[src/gpio_irq_pkg.sv]
// shared constants and types for the port interrupt and function select block
package gpio_irq_pkg;

    localparam int unsigned PIN_COUNT = 8;
    localparam int unsigned ADDR_W    = 12;

    // register byte offsets
    localparam logic [11:0] OFF_DIRECTION  = 12'h400;
    localparam logic [11:0] OFF_SENSE      = 12'h404;
    localparam logic [11:0] OFF_DUAL_EDGE  = 12'h408;
    localparam logic [11:0] OFF_POLARITY   = 12'h40c;
    localparam logic [11:0] OFF_MASK       = 12'h410;
    localparam logic [11:0] OFF_RAW        = 12'h414;
    localparam logic [11:0] OFF_MASKED     = 12'h418;
    localparam logic [11:0] OFF_CLEAR      = 12'h41c;
    localparam logic [11:0] OFF_FUNC_SEL   = 12'h420;

    // values after reset
    localparam logic [7:0] RST_ZERO        = 8'h00;
    localparam logic [7:0] RST_FSEL_PORT_B = 8'h80;
    localparam logic [7:0] RST_FSEL_PORT_C = 8'h0f;
    localparam logic [7:0] RST_FSEL_OTHER  = 8'h00;

    // pin that also drives the converter trigger on port b
    localparam int unsigned CONV_TRIG_PIN  = 4;

    // synchroniser depth in flip-flops
    localparam int unsigned SYNC_STAGES    = 2;

    typedef enum logic [2:0] {
        PORT_A_SEL,
        PORT_B_SEL,
        PORT_C_SEL,
        PORT_D_SEL,
        PORT_E_SEL
    } port_id_type;

    // per-pin interrupt configuration, one byte per field
    typedef struct packed {
        logic [7:0] sense_bits;
        logic [7:0] dual_edge_bits;
        logic [7:0] polarity_bits;
        logic [7:0] unmask_bits;
    } irq_cfg_type;

    localparam irq_cfg_type RST_IRQ_CFG = '{default: 8'h00};

    // pin configuration handed to the pad and peripheral muxes
    typedef struct packed {
        logic [7:0] pin_direction_select;
        logic [7:0] peripheral_takeover_bits;
    } pin_ctrl_type;

endpackage

[src/gpio_pin_irq.sv]
// port pin interrupt detection, masking, clear and pin function select
`timescale 1ns/1ps
`default_nettype none

module gpio_pin_irq
    import gpio_irq_pkg::*;
#(
    parameter port_id_type PORT_ID = PORT_A_SEL
) (
    input  wire logic                 pclk,
    input  wire logic                 presetn,
    input  wire logic                 ce,
    input  wire logic                 psel,
    input  wire logic                 penable,
    input  wire logic                 pwrite,
    input  wire logic [ADDR_W-1:0]    paddr,
    input  wire logic [31:0]          pwdata,
    output logic      [31:0]          prdata,
    output logic                      pready,
    output logic                      pslverr,
    input  wire logic [PIN_COUNT-1:0] pin_in,
    output logic      [PIN_COUNT-1:0] pin_irq,
    output logic                      port_combined_interrupt,
    output logic                      converter_trigger,
    output pin_ctrl_type              pin_ctrl
);

    localparam logic [7:0] RST_FSEL = (PORT_ID == PORT_B_SEL) ? RST_FSEL_PORT_B :
                                      (PORT_ID == PORT_C_SEL) ? RST_FSEL_PORT_C : RST_FSEL_OTHER;
    localparam bit HAS_CONV_TRIG = (PORT_ID == PORT_B_SEL);

    irq_cfg_type          cfg_r;
    logic [7:0]           direction_r;
    logic [7:0]           func_sel_r;
    logic [7:0]           raw_r;
    logic [7:0]           raw_nxt;
    logic [7:0]           masked;
    logic [7:0]           pin_s;
    logic [7:0]           pin_prev_r;
    logic [7:0]           rise;
    logic [7:0]           fall;
    logic [7:0]           edge_hit;
    logic [7:0]           level_hit;
    logic [7:0]           clear_bits;
    logic [31:0]          prdata_r;
    logic                 pslverr_r;
    logic                 wr_acc;
    logic                 setup;
    logic                 addr_hit;
    logic [7:0]           rd_byte;

    pin_sync u_pin_sync (
        .pclk         (pclk),
        .presetn      (presetn),
        .ce           (ce),
        .pin_async    (pin_in),
        .pin_sync_out (pin_s)
    );

    // previous synchronised sample for edge compare
    always_ff @(posedge pclk or negedge presetn) begin
        if (!presetn) begin
            pin_prev_r <= RST_ZERO;
        end else if (ce) begin
            pin_prev_r <= pin_s;
        end
    end

    assign rise = pin_s & ~pin_prev_r;
    assign fall = ~pin_s & pin_prev_r;

    // per-pin trigger qualification
    for (genvar i = 0; i < PIN_COUNT; i++) begin : g_detect
        always_comb begin
            if (cfg_r.dual_edge_bits[i]) begin
                edge_hit[i] = rise[i] | fall[i];
            end else begin
                edge_hit[i] = cfg_r.polarity_bits[i] ? rise[i] : fall[i];
            end
            level_hit[i] = cfg_r.polarity_bits[i] ? pin_s[i] : ~pin_s[i];
        end
    end

    // apb decode: zero wait states while enabled, ce low stalls the access
    assign pready   = ce;
    assign setup    = psel & ~penable;
    assign wr_acc   = psel & penable & pwrite & ce;
    assign clear_bits = (wr_acc && paddr == OFF_CLEAR) ? pwdata[7:0] : RST_ZERO;

    // edge pins latch until cleared, a fresh edge beats a clear in the same cycle
    always_comb begin
        for (int j = 0; j < PIN_COUNT; j++) begin
            if (cfg_r.sense_bits[j]) begin
                raw_nxt[j] = level_hit[j];
            end else begin
                raw_nxt[j] = edge_hit[j] | (raw_r[j] & ~clear_bits[j]);
            end
        end
    end

    always_ff @(posedge pclk or negedge presetn) begin
        if (!presetn) begin
            raw_r <= RST_ZERO;
        end else if (ce) begin
            raw_r <= raw_nxt;
        end
    end

    assign masked                  = raw_r & cfg_r.unmask_bits;
    assign pin_irq                 = masked;
    assign port_combined_interrupt = |masked;
    // raw pin 4 condition: the converter only gets it while the pin is unmasked
    assign converter_trigger       = HAS_CONV_TRIG & masked[CONV_TRIG_PIN];

    // interrupt configuration
    always_ff @(posedge pclk or negedge presetn) begin
        if (!presetn) begin
            cfg_r <= RST_IRQ_CFG;
        end else if (wr_acc) begin
            unique case (paddr)
                OFF_SENSE:     cfg_r.sense_bits     <= pwdata[7:0];
                OFF_DUAL_EDGE: cfg_r.dual_edge_bits <= pwdata[7:0];
                OFF_POLARITY:  cfg_r.polarity_bits  <= pwdata[7:0];
                OFF_MASK:      cfg_r.unmask_bits    <= pwdata[7:0];
                default:       cfg_r <= cfg_r;
            endcase
        end
    end

    // pin ownership and direction; both resets land here through presetn
    always_ff @(posedge pclk or negedge presetn) begin
        if (!presetn) begin
            direction_r <= RST_ZERO;
            func_sel_r  <= RST_FSEL;
        end else if (wr_acc) begin
            if (paddr == OFF_DIRECTION) begin
                direction_r <= pwdata[7:0];
            end
            if (paddr == OFF_FUNC_SEL) begin
                func_sel_r <= pwdata[7:0];
            end
        end
    end

    assign pin_ctrl.pin_direction_select     = direction_r;
    assign pin_ctrl.peripheral_takeover_bits = func_sel_r;

    // read mux; clear register reads zero since it is write-only
    always_comb begin
        addr_hit = 1'b1;
        rd_byte  = RST_ZERO;
        unique case (paddr)
            OFF_DIRECTION: rd_byte = direction_r;
            OFF_SENSE:     rd_byte = cfg_r.sense_bits;
            OFF_DUAL_EDGE: rd_byte = cfg_r.dual_edge_bits;
            OFF_POLARITY:  rd_byte = cfg_r.polarity_bits;
            OFF_MASK:      rd_byte = cfg_r.unmask_bits;
            OFF_RAW:       rd_byte = raw_r;
            OFF_MASKED:    rd_byte = masked;
            OFF_CLEAR:     rd_byte = RST_ZERO;
            OFF_FUNC_SEL:  rd_byte = func_sel_r;
            default:       addr_hit = 1'b0;
        endcase
    end

    // read data captured in the setup cycle, reserved bits read zero
    always_ff @(posedge pclk or negedge presetn) begin
        if (!presetn) begin
            prdata_r  <= 32'h0000_0000;
            pslverr_r <= 1'b0;
        end else if (ce && setup) begin
            prdata_r  <= {24'h00_0000, pwrite ? RST_ZERO : rd_byte};
            pslverr_r <= ~addr_hit;
        end
    end

    assign prdata  = prdata_r;
    assign pslverr = pslverr_r & psel & penable;
endmodule // gpio_pin_irq

`default_nettype wire

[src/pin_sync.sv]
// two-flop synchroniser for the eight port input pins
`timescale 1ns/1ps
`default_nettype none

module pin_sync
    import gpio_irq_pkg::*;
(
    input  wire logic                 pclk,
    input  wire logic                 presetn,
    input  wire logic                 ce,
    input  wire logic [PIN_COUNT-1:0] pin_async,
    output logic      [PIN_COUNT-1:0] pin_sync_out
);

    logic [PIN_COUNT-1:0] meta_r;
    logic [PIN_COUNT-1:0] sync_r;

    // meta_r is read only by sync_r
    always_ff @(posedge pclk or negedge presetn) begin
        if (!presetn) begin
            meta_r <= RST_ZERO;
            sync_r <= RST_ZERO;
        end else if (ce) begin
            meta_r <= pin_async;
            sync_r <= meta_r;
        end
    end

    assign pin_sync_out = sync_r;

endmodule // pin_sync

`default_nettype wire

[config.mk]
export PLATFORM = sky130hd
export DESIGN_NAME = gpio_pin_irq
export DESIGN_NICKNAME = d
export VERILOG_FILES = /design/src/gpio_irq_pkg.sv /design/src/gpio_pin_irq.sv /design/src/pin_sync.sv
export SDC_FILE = /design/constraint.sdc
export NUM_CORES = 1
export LEC_CHECK = 0
export ABC_AREA = 1
export BUFFER_PORTS_ARGS = -buffer_cell sky130_fd_sc_hd__buf_4
export CAP_MARGIN = 10
export CORE_MARGIN = 5
export CORE_UTILIZATION = 40
export DETAILED_ROUTE_END_ITERATION = 6
export SLEW_MARGIN = 20
export SYNTH_ARGS = -nofsm -noshare
export SYNTH_HDL_FRONTEND = slang
export SYNTH_HIERARCHICAL = 1
export SYNTH_SLANG_ARGS = --single-unit
export TNS_END_PERCENT = 1
[constraint.sdc]
create_clock -name pclk -period 1.3 [get_ports pclk]
set_clock_uncertainty 0.15 [all_clocks]
set_input_delay 0.13 -clock pclk [delete_from_list [all_inputs] [get_ports pclk]]
set_output_delay 0.13 -clock pclk [all_outputs]
set_load 0.005 [all_outputs]
==> results.rst <==
.. list-table::
   :header-rows: 1

   * - Metric
     - Value
   * - Outcome
     - complete, but fails checks
   * - Violated checks
     - negative setup slack
   * - Vias per cell
     - 4.75
   * - Leakage dissipation
     - 3.77 nW
   * - FF+latch count, synth
     - 89
   * - Overflow left after global routing
     - 0
   * - Final setup violating endpoints
     - 16
   * - HPWL Detailed
     - 10400 µm
   * - Buffers from clock root to sink, at most
     - 2
   * - Share of cells above drive strength 1
     - 0.275
   * - Overall die area
     - 15400 µm²
   * - Total cell area at the placement stage
     - 6460 µm²
   * - Diode insertion count for antenna repair
     - 0
   * - Clock latency reported for the late side of the worst-skew pair
     - 0.34 ns
   * - Length of the first detailed-routing pass in iterations
     - 5
   * - Overall global routing resource usage
     - 0.191
   * - Fin. max-slew vios
     - 0
   * - Placed cell count
     - 992
   * - Final antenna-violating net count
     - 0
   * - GPL Wtd Cong
     - 0.850
   * - Area share of the largest cell type after synthesis
     - 0.427
   * - Setup repair after global routing missed its margin
     - yes
   * - Number of unique standard cell types used by synthesis
     - 27
   * - Synthesized instance count
     - 688
   * - Detailed router's first-iteration violation count
     - 447
   * - Highest net fanout along the worst path
     - 3
   * - Total wire length
     - 13600 µm
   * - Top-level I/O count
     - 118
   * - Number of nets in the finished design
     - 921
   * - Die Height
     - 124 µm
   * - H-tree levels
     - 3
   * - Via total after detailed routing
     - 4860
   * - Min-Delay Path Class
     - in -> reg
   * - Arr. time, crit path
     - 1.36 ns
   * - Starting density of the core
     - 0.410
   * - Port buffer count
     - 68
   * - Crit share post-route
     - 1.26
   * - Top area cells in the synthesized netlist
     - dfrtp_1 (43%), nand2_1 (17%), nand3_1 (8.0%)
   * - Core Box Area
     - 12700 µm²
   * - FFs w/ async S/R, synth
     - 1.00
   * - Global-route wire length before repair
     - 23500 µm
   * - Sequential cell area fraction in the yosys report
     - 0.427
   * - Reported max-cap violation count
     - 0
   * - Clock net sink count
     - 89
   * - Worst Path Required
     - 1.02 ns
   * - Post-synthesis instance area
     - 5210 µm²
   * - Initial antenna violation count
     - 0
   * - Largest area contributor in the synthesized netlist
     - dfrtp_1
   * - Element type at the critical path end
     - primary output
   * - Clock-pin slew on the worst setup and hold paths
     - 0.07 ns
   * - Vias in the first global route
     - 4745
   * - DRC violation count after routing
     - 0
   * - Synthesized area divided by synthesized cell count
     - 7.58 µm²
   * - Yosys synthesis warning count
     - 6
   * - Max frequency
     - 0.612 GHz
   * - Areal power density over the cells
     - 961 nW/µm²
   * - Crit Path Category
     - reg -> out
   * - Maximum number of pins on one net before global-route repair
     - 56
   * - Dominant synthesized flop cell
     - dfrtp_1
   * - Final instance count without filler cells
     - 1024
   * - CTS tree
     - built
   * - Most frequent cell after synthesis
     - nand2_1
   * - Master cell of the clock root buffer
     - clkbuf_16
   * - Maximum VDD drop
     - 0.615 mV
   * - Overall power of the completed layout
     - 6.70 mW
   * - List of most frequent post-synthesis cells
     - nand2_1 (239), dfrtp_1 (89), nand3_1 (83)
   * - Mean routed wirelength per cell
     - 13.3 µm
   * - Post-layout worst setup margin
     - -0.335 ns
   * - Number of buffers inserted during clock tree synthesis
     - 9
   * - Number of synthesized flops with an enable pin
     - 0
   * - Finished layout cell area
     - 6970 µm²
   * - Placement-stage worst setup slack
     - -0.326 ns
   * - Site Rows
     - 41
   * - Area Overhead vs Synth
     - 33.8%
   * - Hold Violations, Final
     - 0
   * - Startpoint class of the critical path
     - register
   * - Shortest period the worst path allows
     - 1.64 ns
   * - Die X-Extent
     - 124 µm
-- placed cells by master (no fill, tap or decap) --
| cell type | instances |
|---|---|
| a21oi_1 | 16 |
| buf_12 | 8 |
| buf_4 | 147 |
| buf_6 | 4 |
| bufinv_16 | 1 |
| clkbuf_1 | 2 |
| clkbuf_16 | 9 |
| clkbuf_8 | 3 |
| clkinv_2 | 1 |
| conb_1 | 25 |
| dfrtp_1 | 88 |
| dfrtp_2 | 1 |
| dlygate4sd3_1 | 11 |
| ha_1 | 16 |
| inv_1 | 52 |
| inv_2 | 13 |
| inv_8 | 2 |
| nand2_1 | 233 |
| nand2_2 | 13 |
| nand3_1 | 82 |
| nand3_2 | 1 |
| nand3_4 | 4 |
| nand4_1 | 1 |
| nand4_4 | 3 |
| nor2_1 | 32 |
| nor2_2 | 2 |
| nor2_4 | 2 |
| nor3_1 | 2 |
| nor3_4 | 1 |
| nor4_2 | 2 |
| o21ai_0 | 18 |
| o21ai_1 | 40 |
| o21ai_2 | 17 |
-- repair_timing --
item / in CTS / in global routing
pin swaps: 4 / 8
hold endpoints to repair: 99 / 0
setup buffers: 1 / 4
resized for setup: 22 / 14
setup endpoints to repair: 16 / 63
hold buffers: 11 / 0
-- routing by layer --
metal / up-vias / track usage / share of wire
met3: 8 / 0.0363 / 0.057
met1: 2246 / 0.271 / 0.48
li1: 2471 / - / -
met5: - / 0 / 0
met2: 135 / 0.304 / 0.45
met4: 0 / 0.0390 / 0.0090
-- stage by stage --
step | TNS [ns] | hold WS, ns | util
finish | -1.19 | 0.0562 | 0.548
floorplan | -14.77 | -0.316 | -
global placement | -15.23 | -0.216 | 0.508
CTS | -1.25 | 0.0459 | 0.543
detailed placement | -16.30 | -0.217 | 0.508
global route | -3.08 | 0.0641 | 0.548
-- state kept, by name, indices dropped and copies added (netlist names) --
name	count
u_pin_sync/meta_r	8
func_sel_r	8
pslverr_r	1
cfg_r	32
direction_r	8
raw_r	8
prdata	8
pin_prev_r	8
u_pin_sync/pin_sync_out	8
-- final timing paths --
check,from,slack (ns),cells past startpoint,endpoint
worst max-delay path,raw_r[0]$_DFFE_PN0P_,-0.34,5,port_combined_interrupt
min in group asynchronous,presetn,0.19,3,direction_r[1]$_DFFE_PN0P_
worst min-delay path,pwdata[6],0.06,3,func_sel_r[6]$_DFFE_PN0P_
max in group asynchronous,presetn,0.30,3,prdata[2]$_DFFE_PN0P_
worst max register to register,u_pin_sync/pin_sync_out[1]$_DFFE_PN0P_,-0.10,8,raw_r[1]$_DFFE_PN0P_
worst min register to register,u_pin_sync/meta_r[7]$_DFFE_PN0P_,0.32,2,u_pin_sync/meta_r[7]$_DFFE_PN0P_
-- kinds of logic after synthesis --
group	count (synthesis)	synth area share
AND/OR/NAND/NOR	378	0.321
flip-flops	89	0.427
buffers and inverters	113	0.114
adder cells (fa/ha/maj)	16	0.0384
other	1	0.000719
AO/OA/AOI/OAI	91	0.0989
-- critical path, stage by stage, from the launching register on --
cell and delay [ns]:
dfrtp_1 0.40, nand2_1 0.09, inv_2 0.06, nor4_2 0.26
nand2_1 0.07, buf_4 0.14
-- cell type report --
cell class / instances / area, µm²
Clock buffer: 14 / 274
Clock inverter: 2 / 35.0
Fill cell: 1216 / 5750
Inverter: 67 / 267
Multi-Input combinational cell: 510 / 2540
Sequential cell: 89 / 2230
Tap cell: 172 / 215
Timing Repair Buffer: 170 / 1420
-- report_power, final --
part	switching [mW]	internal, mW	leakage [nW]
Combinational	0.543	0.481	2.43
Sequential	0.0959	2.90	1.19
Clock	1.03	1.65	0.153
Total	1.67	5.03	3.77
(Power assumes the default switching activity.)
